==> src/common/tcbd_pkg.sv <==
/*
  Constants and types for the six-channel touch baseline/detect back end.
  Assumes a 100 MHz mclk and one digitized burst result per channel per cycle.
*/
package tcbd_pkg;
  localparam int NUM_CH = 6;
  localparam int CH_W = 3;
  localparam int WORD_W = 16;
  localparam int TMR_W = 12;
  localparam int DRIFT_W = 8;
  localparam int INTEG_W = 2;
  // Detection levels, counts above reference
  localparam logic [WORD_W-1:0] THRESH = 16'h0006;
  localparam logic [WORD_W-1:0] HYST = 16'h0002;
  localparam logic [INTEG_W-1:0] INTEG_CNT = 2'h3;
  // Drift defaults: step size in counts, intervals in bursts per step
  localparam logic [WORD_W-1:0] DRIFT_STEP = 16'h0001;
  localparam logic [DRIFT_W-1:0] RISE_BURSTS = 8'h40;
  localparam logic [DRIFT_W-1:0] FALL_BURSTS = 8'h04;
  // Timing
  localparam int CLK_MHZ = 100;
  localparam int CYCLE_MS = 33;
  localparam int MAXON_SHORT_S = 10;
  localparam int MAXON_LONG_S = 60;
  localparam int unsigned SLOT_CYCLES = CYCLE_MS * 1000 * CLK_MHZ;
  localparam logic [TMR_W-1:0] TICKS_SHORT = TMR_W'(MAXON_SHORT_S * 1000 / CYCLE_MS);
  localparam logic [TMR_W-1:0] TICKS_LONG = TMR_W'(MAXON_LONG_S * 1000 / CYCLE_MS);
  localparam logic [TMR_W-1:0] TMR_MAX = 12'hfff;
  localparam logic [NUM_CH-1:0] ALL_CH = 6'h3f;
  typedef logic [WORD_W-1:0] tcbd_word_t;
  typedef enum logic [1:0] {TCBD_CAL, TCBD_TRACK, TCBD_DETECT} tcbd_state_t;
endpackage

==> src/common/tcbd_tick_if.sv <==
/*
  Carrier between the timebase and the channel processor.
  Assumes both ends run on mclk.
*/
`timescale 1ns/10ps
interface tcbd_tick_if;
  import tcbd_pkg::*;
  logic acq_tick;
  logic cycle_done;
  logic toggle_mode;
  logic timeout_inf;
  logic [TMR_W-1:0] timeout_ticks;
  modport src (output acq_tick, toggle_mode, timeout_inf, timeout_ticks, input cycle_done);
  modport snk (input acq_tick, toggle_mode, timeout_inf, timeout_ticks, output cycle_done);
endinterface

==> src/hw/tcbd_timebase.sv <==
/*
  Acquisition-cycle timebase and strap option decoder.
  Assumes straps are asynchronous pins and cycle_done marks the last burst.
*/
`timescale 1ns/10ps
module tcbd_timebase #(
  parameter int unsigned SLOT_CYCLES = tcbd_pkg::SLOT_CYCLES
) (
  // Clock and reset
  input wire logic mclk,
  input wire logic rst_b,
  // Strap pins
  input wire logic option_strap_a,
  input wire logic option_strap_b,
  // Toward channel processor
  tcbd_tick_if.src tb
);
  import tcbd_pkg::*;
  localparam int SLOT_W = $clog2(SLOT_CYCLES + 1);
  logic [2:0] sa_q, sb_q;
  logic strap_a_q, strap_b_q, loaded_q;
  logic [SLOT_W-1:0] slot_q;
  logic slot_done;

  // Three-stage strap synchronisers, accept when stages two and three agree
  always_ff @(posedge mclk) begin
    if (!rst_b) begin
      sa_q <= 3'h0;
      sb_q <= 3'h0;
      strap_a_q <= 1'b0;
      strap_b_q <= 1'b0;
    end else begin
      sa_q <= {sa_q[1:0], option_strap_a};
      sb_q <= {sb_q[1:0], option_strap_b};
      if (sa_q[1] == sa_q[2]) strap_a_q <= sa_q[2];
      if (sb_q[1] == sb_q[2]) strap_b_q <= sb_q[2];
    end
  end

  // Least cycle length counted from mclk; long bursts stretch the tick
  assign slot_done = (slot_q == '0);
  assign tb.acq_tick = tb.cycle_done && slot_done;
  always_ff @(posedge mclk) begin
    if (!rst_b) slot_q <= SLOT_W'(SLOT_CYCLES - 1);
    else if (tb.acq_tick) slot_q <= SLOT_W'(SLOT_CYCLES - 1);
    else if (!slot_done) slot_q <= slot_q - 1'b1;
  end

  // Options sampled once per acquisition cycle
  always_ff @(posedge mclk) begin
    if (!rst_b) begin
      loaded_q <= 1'b0;
      tb.toggle_mode <= 1'b0;
      tb.timeout_inf <= 1'b1;
      tb.timeout_ticks <= TICKS_SHORT;
    end else if (tb.acq_tick || !loaded_q) begin
      loaded_q <= 1'b1;
      tb.toggle_mode <= strap_a_q && strap_b_q;
      tb.timeout_inf <= !strap_a_q && !strap_b_q;
      tb.timeout_ticks <= (strap_a_q && !strap_b_q) ? TICKS_LONG : TICKS_SHORT;
    end
  end
endmodule // tcbd_timebase

==> src/hw/tcbd_detect.sv <==
/*
  Six-channel touch baseline tracking, detection and max on-duration logic.
  Assumes burst results arrive one channel at a time, channel 5 last.
*/
`timescale 1ns/10ps
module tcbd_detect #(
  parameter int unsigned SLOT_CYCLES = tcbd_pkg::SLOT_CYCLES,
  parameter tcbd_pkg::tcbd_word_t STEP = tcbd_pkg::DRIFT_STEP,
  parameter logic [tcbd_pkg::DRIFT_W-1:0] RISE_INT = tcbd_pkg::RISE_BURSTS,
  parameter logic [tcbd_pkg::DRIFT_W-1:0] FALL_INT = tcbd_pkg::FALL_BURSTS
) (
  // Clock and reset
  input wire logic mclk,
  input wire logic rst_b,
  // Burst results
  input wire logic meas_valid,
  input wire logic [tcbd_pkg::CH_W-1:0] meas_chan,
  input wire tcbd_pkg::tcbd_word_t meas_value,
  // Burst in progress
  input wire logic burst_active,
  input wire logic [tcbd_pkg::CH_W-1:0] burst_chan,
  // Strap pins
  input wire logic option_strap_a,
  input wire logic option_strap_b,
  // Outputs
  output logic [tcbd_pkg::NUM_CH-1:0] key_out,
  output logic [tcbd_pkg::NUM_CH-1:0] sense_clamp
);
  import tcbd_pkg::*;

  tcbd_tick_if tb ();
  tcbd_word_t ref_q [NUM_CH];
  tcbd_state_t st_q [NUM_CH];
  logic [INTEG_W-1:0] integ_q [NUM_CH];
  logic [DRIFT_W-1:0] dcnt_q [NUM_CH];
  logic [TMR_W-1:0] tmr_q [NUM_CH];
  logic [NUM_CH-1:0] out_q;
  logic [NUM_CH-1:0] clamp_q;

  // Selected-channel working values
  logic upd, det_now, tmo, recal, drift_en;
  logic [CH_W-1:0] idx;
  tcbd_word_t sig, ref_c, hi_lvl, lo_lvl, ref_d;
  tcbd_state_t st_c, st_d;
  logic [INTEG_W-1:0] integ_c, integ_d;
  logic [DRIFT_W-1:0] dcnt_c, dcnt_d;
  logic out_d;

  // Saturating 16-bit add
  function automatic tcbd_word_t sat_add(input tcbd_word_t a, input tcbd_word_t b);
    logic [WORD_W:0] s;
    s = {1'b0, a} + {1'b0, b};
    return s[WORD_W] ? '1 : s[WORD_W-1:0];
  endfunction

  // One slew-limited step of the reference toward the signal
  function automatic tcbd_word_t step_to(input tcbd_word_t r, input tcbd_word_t s,
                                         input logic up);
    tcbd_word_t gap;
    gap = up ? s - r : r - s;
    if (gap < STEP) return s;
    return up ? r + STEP : r - STEP;
  endfunction

  tcbd_timebase #(.SLOT_CYCLES(SLOT_CYCLES)) u_timebase (
    .mclk(mclk),
    .rst_b(rst_b),
    .option_strap_a(option_strap_a),
    .option_strap_b(option_strap_b),
    .tb(tb.src)
  );

  assign upd = meas_valid && (meas_chan < CH_W'(NUM_CH));
  assign idx = upd ? meas_chan : '0;
  assign tb.cycle_done = meas_valid && (meas_chan == CH_W'(NUM_CH - 1));

  // Levels and decision for the channel being reported
  always_comb begin
    sig = meas_value;
    ref_c = ref_q[idx];
    st_c = st_q[idx];
    integ_c = integ_q[idx];
    dcnt_c = dcnt_q[idx];
    hi_lvl = sat_add(ref_c, THRESH);
    lo_lvl = sat_add(ref_c, THRESH - HYST);
    det_now = (st_c == TCBD_DETECT) ? (sig >= lo_lvl) : (sig > hi_lvl);
    tmo = (st_c == TCBD_DETECT) && !tb.timeout_inf && (tmr_q[idx] >= tb.timeout_ticks);
    recal = (st_c == TCBD_CAL) || tmo;
    drift_en = (st_c == TCBD_TRACK) && !det_now;
  end

  // Next state of the selected channel
  always_comb begin
    st_d = st_c;
    integ_d = integ_c;
    if (recal) begin
      st_d = TCBD_TRACK;
      integ_d = '0;
    end else if (!det_now) begin
      st_d = TCBD_TRACK;
      integ_d = '0;
    end else if (integ_c != INTEG_CNT) begin
      integ_d = integ_c + 1'b1;
      if (integ_c == INTEG_CNT - 1'b1) st_d = TCBD_DETECT;
    end
  end

  // Asymmetric drift toward the raw signal
  always_comb begin
    ref_d = ref_c;
    dcnt_d = '0;
    if (recal) begin
      ref_d = sig;
    end else if (drift_en && sig > ref_c) begin
      if (dcnt_c >= RISE_INT - 1'b1) ref_d = step_to(ref_c, sig, 1'b1);
      else dcnt_d = dcnt_c + 1'b1;
    end else if (drift_en && sig < ref_c) begin
      if (dcnt_c >= FALL_INT - 1'b1) ref_d = step_to(ref_c, sig, 1'b0);
      else dcnt_d = dcnt_c + 1'b1;
    end
  end

  // Output per mode
  always_comb begin
    if (tb.toggle_mode) begin
      out_d = out_q[idx] ^ (st_d == TCBD_DETECT && st_c != TCBD_DETECT);
    end else begin
      out_d = (st_d == TCBD_DETECT);
    end
  end

  // Per-channel reference, drift and detection state; only the reported channel moves
  always_ff @(posedge mclk) begin
    if (!rst_b) begin
      for (int c = 0; c < NUM_CH; c++) begin
        ref_q[c] <= '0;
        st_q[c] <= TCBD_CAL;
        integ_q[c] <= '0;
        dcnt_q[c] <= '0;
      end
    end else if (upd) begin
      ref_q[idx] <= ref_d;
      st_q[idx] <= st_d;
      integ_q[idx] <= integ_d;
      dcnt_q[idx] <= dcnt_d;
    end
  end

  // Max on-duration timers count acquisition ticks while detecting
  always_ff @(posedge mclk) begin
    if (!rst_b) begin
      for (int c = 0; c < NUM_CH; c++) tmr_q[c] <= '0;
    end else begin
      for (int c = 0; c < NUM_CH; c++) begin
        if (st_q[c] != TCBD_DETECT) tmr_q[c] <= '0;
        else if (tb.acq_tick && tmr_q[c] != TMR_MAX) tmr_q[c] <= tmr_q[c] + 1'b1;
      end
    end
  end

  // Output latches
  always_ff @(posedge mclk) begin
    if (!rst_b) out_q <= '0;
    else if (upd) out_q[idx] <= out_d;
  end

  // During a burst, ground every electrode except the one under measurement; release all between bursts
  always_ff @(posedge mclk) begin
    if (!rst_b) clamp_q <= '0;
    else if (burst_active) clamp_q <= ~(6'h01 << burst_chan) & ALL_CH;
    else clamp_q <= '0;
  end

  assign key_out = out_q;
  assign sense_clamp = clamp_q;
endmodule // tcbd_detect

==> config.mk <==
export PLATFORM = sky130hd
export DESIGN_NAME = tcbd_detect
export DESIGN_NICKNAME = d
export VERILOG_FILES = /design/src/common/tcbd_pkg.sv /design/src/common/tcbd_tick_if.sv /design/src/hw/tcbd_timebase.sv /design/src/hw/tcbd_detect.sv
export SDC_FILE = /design/constraint.sdc
export NUM_CORES = 1
export LEC_CHECK = 0
export BUFFER_PORTS_ARGS = -buffer_cell sky130_fd_sc_hd__buf_2
export CELL_PAD_IN_SITES_DETAIL_PLACEMENT = 0
export CELL_PAD_IN_SITES_GLOBAL_PLACEMENT = 2
export CORE_UTILIZATION = 44
export CTS_CLUSTER_DIAMETER = 120
export DETAILED_ROUTE_END_ITERATION = 6
export MAX_ROUTING_LAYER = met4
export PLACE_DENSITY = 0.91
export SETUP_SLACK_MARGIN = 0.1
export SLEW_MARGIN = 5
export SYNTH_ARGS = -nofsm -noshare
export SYNTH_HDL_FRONTEND = slang
export SYNTH_SLANG_ARGS = --single-unit
==> constraint.sdc <==
create_clock -name mclk -period 17.5 [get_ports mclk]
set_input_delay 0.875 -clock mclk [delete_from_list [all_inputs] [get_ports mclk]]
set_output_delay 0.875 -clock mclk [all_outputs]
set_load 0.1 [all_outputs]
* Word-level counts from Yosys, hierarchy flattened
Memory sizes are Yosys's and may differ from the RTL's.
Cells that the tools add are included.
** Word-level totals
- Output and inout bits :: 12
- Logic and storage cells :: 225
- Input port bits :: 28
- Memories :: 5
- RAM bits :: 240
- Flip-flop bits (word level) :: 57
** Memory list
- ref_q :: depth 6, width 16, read ports 1, clocked after memory_dff 0, wr ports 6, line tcbd_detect.sv:32 : tcbd_word_t ref_q [NUM_CH];
- tmr_q :: depth 6, width 12, read ports 7, clocked after memory_dff 0, wr ports 6, line tcbd_detect.sv:36 : logic [TMR_W-1:0] tmr_q [NUM_CH];
- dcnt_q :: depth 6, width 8, read ports 1, clocked after memory_dff 0, wr ports 6, line tcbd_detect.sv:35 : logic [DRIFT_W-1:0] dcnt_q [NUM_CH];
- integ_q :: depth 6, width 2, read ports 1, clocked after memory_dff 0, wr ports 6, line tcbd_detect.sv:34 : logic [INTEG_W-1:0] integ_q [NUM_CH];
- st_q :: depth 6, width 2, read ports 7, clocked after memory_dff 0, wr ports 6, line tcbd_detect.sv:33 : tcbd_state_t st_q [NUM_CH];
** Operators by class
- Reduce and logical (&&, ||, !) cells :: 34
- Bitwise gates (word level) :: 15
- Equality and inequality tests :: 21
- Add/subtract/negate cells :: 15
- Shift-type cells :: 1
- Multiplexer cells :: 111
- $lt $le $gt $ge :: 12
** Operators by type and width (number)
- two-way mux 16 bit :: 12
- two-way mux 12 bit :: 12
- adder 12 x 1 -> 12 bit, second input constant :: 6
- != test 12 bit, second input constant :: 6
- two-way mux 1 bit :: 63
- two-way mux 8 bit :: 6
- adder 16 x 3 -> 17 bit, second input constant :: 2
- greater-than comparator 16 bit :: 2
- < comparator 16 x 1 -> 1 bit, second input constant :: 2
- subtractor 16 bit :: 2
- zero test 22 bit :: 1
- subtractor 22 x 1 -> 22 bit, second input constant :: 1
- logical AND 1 bit :: 19
- two-way mux 2 bit :: 9
- adder 16 x 1 -> 16 bit, second input constant :: 1
- greater-or-equal comparator 16 bit :: 1
- < comparator 16 bit :: 1
- != test 2 bit, second input constant :: 8
- OR reduction 16 bit :: 1
- subtractor 16 x 1 -> 16 bit, second input constant :: 1
- two-way mux 3 bit :: 5
- greater-or-equal comparator 12 bit :: 1
- bitwise OR 1 bit :: 12
- two-way mux 11 bit :: 1
- other kinds (24) :: 34

* Longest topological paths before layout
An unclocked memory read counts as a cell.
- Word-level depth :: 20
- Depth in mapped cells :: 29
- Mapped depth without buffers :: 23

* Cells and area by module
From an unflattened synthesis, not the netlist that was laid out.
** Unflattened totals
- Cell total of the unflattened synthesis :: 2035
- Area, all modules :: 19429.9 um^2
** Modules (own cells, without submodules)
- tcbd_detect :: times used 1, sequential area each 7867.5 um^2, cells each 1846, area an instance 17773.3 um^2
- tcbd_timebase :: times used 1, sequential area each 700.7 um^2, cells each 189, area an instance 1656.6 um^2

* Worst setup path before layout
No wires, ideal clock.
- Kind :: input-to-reg
- From :: in meas_chan[0] (netlist bit)
- To :: mem ref_q[0][15] (netlist bit), data pin
- Setup time :: 0.283 ns
- Data arrival time :: 6.481 ns
- Data required time :: 17.217 ns
- Buffers on the path :: 6
- Cell stages on the path :: 27
- Setup slack :: 10.736 ns
- Cell sequence :: buf_4 -> buf_6 -> and2_1 -> nand2_1 -> buf_1 -> a21oi_1 -> nor3_2 -> ha_1 -> a21oi_1 -> nor3_1 -> nand2_1 -> nor2_1 -> buf_2 -> nor2_1 -> ha_1 -> and3_1 -> a221o_1 -> a221o_1 -> a211oi_1 -> o21ba_2 -> buf_2 -> and2_1 -> clkbuf_1 -> nand2_1 -> or4_4 -> o311ai_4 -> a211oi_1
** RTL lines
- start: declaration :: line tcbd_detect.sv:17 : input wire logic [tcbd_pkg::CH_W-1:0] meas_chan,
- end: declaration :: line tcbd_detect.sv:32

==> run_results.csv <==
group,metric,value,unit
placement,pre_cts_ws,8.65,ns
yosys,yosysUniqueCellTypes,108,
flow_run,maxCapViolCount,0,
pwr,switching_share,30.7,%
worst_setup_path,worst_setup_path_start_kind,"primary input",
pwr,clockPowerShare,35.9,%
pwr,intPower,1.31,mW
timing,post-route-min-period,8.36,ns
grt,grt_max_degree,46,
grt,track_usage,29.1,%
worst_setup_path,crit_buf_inv,4,
finish,final_core_util,49.2,%
detailed_routing,drt_iter0_markers,1711,
clock_tree,path_clk_slew,0.06,ns
timing,worstMarginPinSlew,1.24,ns
clock_tree,clk_root_buffer_cell,"clkbuf_16",
pwr,p_leak,7.70,nW
clock_tree,cts_tree,"yes",
yosys,synth_area_leader_cell,"edfxtp_1",
grt,overflow,0,
worst_setup_path,cp_top_family,"simple AND/OR/NAND/NOR gates",
yosys,yosysWarnings,0,
worst_setup_path,worstPathArrival,8.63,ns
timing,max_freq,0.120,GHz
outcome,status,"completed",
yosys,synth_top_area_share,38.7,%
clock_tree,numClockSinks,292,
finish,diodes,0,
floorplan,rows,75,
detailed_routing,routed_wl,62500,µm
timing,fin_ws,9.14,ns
hold_path,holdCritPathClass,"reg2reg",
finish,nets,2143,
floorplan,fp.dieArea,44100,µm²
clock_tree,numCtsBuffers,30,
clock_tree,htreeDepth,1,
placement,post_dp_cell_area,19800,µm²
timing,grt_setup_unrepaired,"false",
finish,area_growth,9.38,%
yosys,synth_ff_type,"edfxtp_1",
worst_setup_path,worstSetupPathType,"in2reg",
pwr,power.density,91.0,nW/µm²
placement,portBuffers,39,
detailed_routing,first_pass_iters,5,
clock_tree,cts_buffer_depth,3,
detailed_routing,vias_per_cell,6.18,
timing,skew,0.0139,ns
floorplan,initial_core_util,44.9,%
yosys,ys_seq_area_share,43.6,%
grt,antenna_found_initial,0,
timing,setup_tns,0,ns
clock_tree,cts_hold_buf,0,
yosys,yosys-top-cells-area,"edfxtp_1 39%, nor2_1 5.7%, ha_1 5.6%",
yosys,synth_area,19000,µm²
finish,instances_no_fill,2630,
floorplan,ios,40,
grt,grt_pass1_vias,15564,
floorplan,dieWidth,210,µm
detailed_routing,drc,0,
placement,finalWeightedCongestion,1.04,
timing,finalSetupViolations,0,
timing,maxSlewHeadroom,16.9,%
timing,final_hold_viol_count,0,
yosys,avgSynthCellArea,9.41,µm²
pwr,p_comb_share,21.9,%
yosys,synth-edff-count,245,
finish,drive_gt1_share,9.30,%
timing,post-route-period-util,47.8,%
grt,grt_pass1_wl,95000,µm
worst_setup_path,crit_fanout,38,
pwr,p_seq_share,42.2,%
worst_setup_path,worst_setup_path_end_kind,"flop",
clock_tree,cts_resized,0,
finish,fin_area,20800,µm²
worst_setup_path,critPathMaxStageDelay,0.64,ns
detailed_routing,vias,16253,
clock_tree,clk_latency,0.57,ns
detailed_routing,ant_nets,0,
placement,hpwl,44800,µm
yosys,postSynthCellCount,2021,
pwr,netSwitchingPower,580,µW
floorplan,die_y,210,µm
yosys,async_reset_ff_share,0,%
worst_setup_path,critPathSlowestCell,"o32ai_1",
pwr,ir_drop,94.4,µV
timing,final_max_slew_viol_count,0,
floorplan,fp.coreArea,42300,µm²
finish,num-fill-cells,4019,
yosys,synth.ff_latch_count,292,
placement,placed_cells,2574,
clock_tree,post_cts_buffers,0,
detailed_routing,wl_per_cell,23.8,µm
worst_setup_path,worstPathRequired,17.77,ns
[cell type report]
cell class,count,area (µm²),share of cell area [%]
multi-input cells,1563,10000,48.3
inverters,75,282,1.35
repair buffers,67,408,1.96
clock buffers,38,855,4.11
clock inverters,18,190,0.914
well taps,577,722,3.47
flip-flops and latches,292,8300,39.9
[state kept, by name (all words and copies together), names as in the netlist]
| signal | flops |
|---|---|
| u_timebase.loaded_q | 1 |
| ref_q | 100 |
| dcnt_q | 48 |
| u_timebase.sa_q | 3 |
| u_timebase.strap_a_q | 1 |
| key_out | 6 |
| u_timebase.slot_q | 22 |
| u_timebase.tb.timeout_inf | 1 |
| tmr_q | 72 |
| sense_clamp | 6 |
| st_q | 12 |
| u_timebase.tb.toggle_mode | 1 |
| u_timebase.tb.timeout_ticks | 2 |
| u_timebase.strap_b_q | 1 |
| integ_q | 13 |
| u_timebase.sb_q | 3 |
[layer usage]
layer  GRT usage (%)  share of wire [%]  vias to the layer above  wire length, µm
li1                -                  -                     7520                -
met1            40.0                 44                     7884            27700
met2            44.2                 44                      716            27600
met3            4.46                8.4                      133             5230
met4            8.71                3.2                        0             1970
met5               -                  0                        -                0
[metrics by stage]
step / total power, mW / hold slack (ns)
after floorplan: 1.09 / 0.412
after global placement: 1.21 / 0.415
after detailed placement: 1.22 / 0.424
after CTS: 1.89 / 0.438
after global routing: 1.96 / 0.447
final: 1.89 / 0.434
[final timing paths]
kind	start	to	slack (ns)	cells past startpoint
setup reg to reg	ref_q[3][8]	ref_q[5][2]	10.29	20
hold / removal	u_timebase.sb_q[0]	u_timebase.sb_q[1]	0.43	1
hold reg to reg	u_timebase.sb_q[0]	u_timebase.sb_q[1]	0.43	1
setup / recovery	meas_chan[0]	ref_q[5][2]	9.14	25
[cell usage after synthesis (all sizes together) (7+ instances only)]
cell type	number
o31ai	14
nor3	77
a21boi	8
a22oi	11
and2	27
o221a	8
a221oi	9
nand2b	15
o22ai	34
a31oi	28
a211oi	36
nor2b	19
xnor2	53
xor2	53
a211o	10
nor4	19
o21a	7
mux2i	45
o21ai	66
dfxtp	47
a221o	7
clkbuf	51
and4	10
nor2	294
edfxtp	245
buf	56
or3	11
o211ai	15
or2	10
nand3	78
nand4	31
nand2	159
and3	25
nor3b	7
ha	85
nor4b	8
inv	75
a21o	22
a21oi	139
[cells by family after synthesis]
logic type / after synthesis / synth area share [%]
AOI/OAI and AO/OA: 490 / 18.1
xor gates and xnor gates: 106 / 4.88
adders and majority gates: 86 / 5.70
buffers and inverters: 182 / 4.13
DFF: 292 / 43.6
muxes: 51 / 2.72
other: 1 / 0.0197
and+or+nand+nor: 813 / 20.8
[power by group through the flow]
stage / sequential (mW) / clock (mW) / combinational, mW
3_5_place_dp: 0.813 / 0 / 0.403
4_1_cts: 0.798 / 0.685 / 0.405
6_report: 0.798 / 0.679 / 0.415
2_1_floorplan: 0.817 / 0 / 0.271
3_3_place_gp: 0.812 / 0 / 0.403
5_1_grt: 0.800 / 0.713 / 0.446
[layout by cell type, fill, tap and decap left out, drive strengths merged, types with 36 or more instances in the layout]
cell	synthesis	routed
nor2	294	294
edfxtp	245	245
nand2	159	159
a21oi	139	139
ha	85	85
nand3	78	78
nor3	77	77
inv	75	76
buf	56	67
o21ai	66	66
xnor2	53	53
xor2	53	53
dfxtp	47	47
mux2i	45	45
clkbuf	51	38
a211oi	36	36
(Power assumes the default switching activity.)
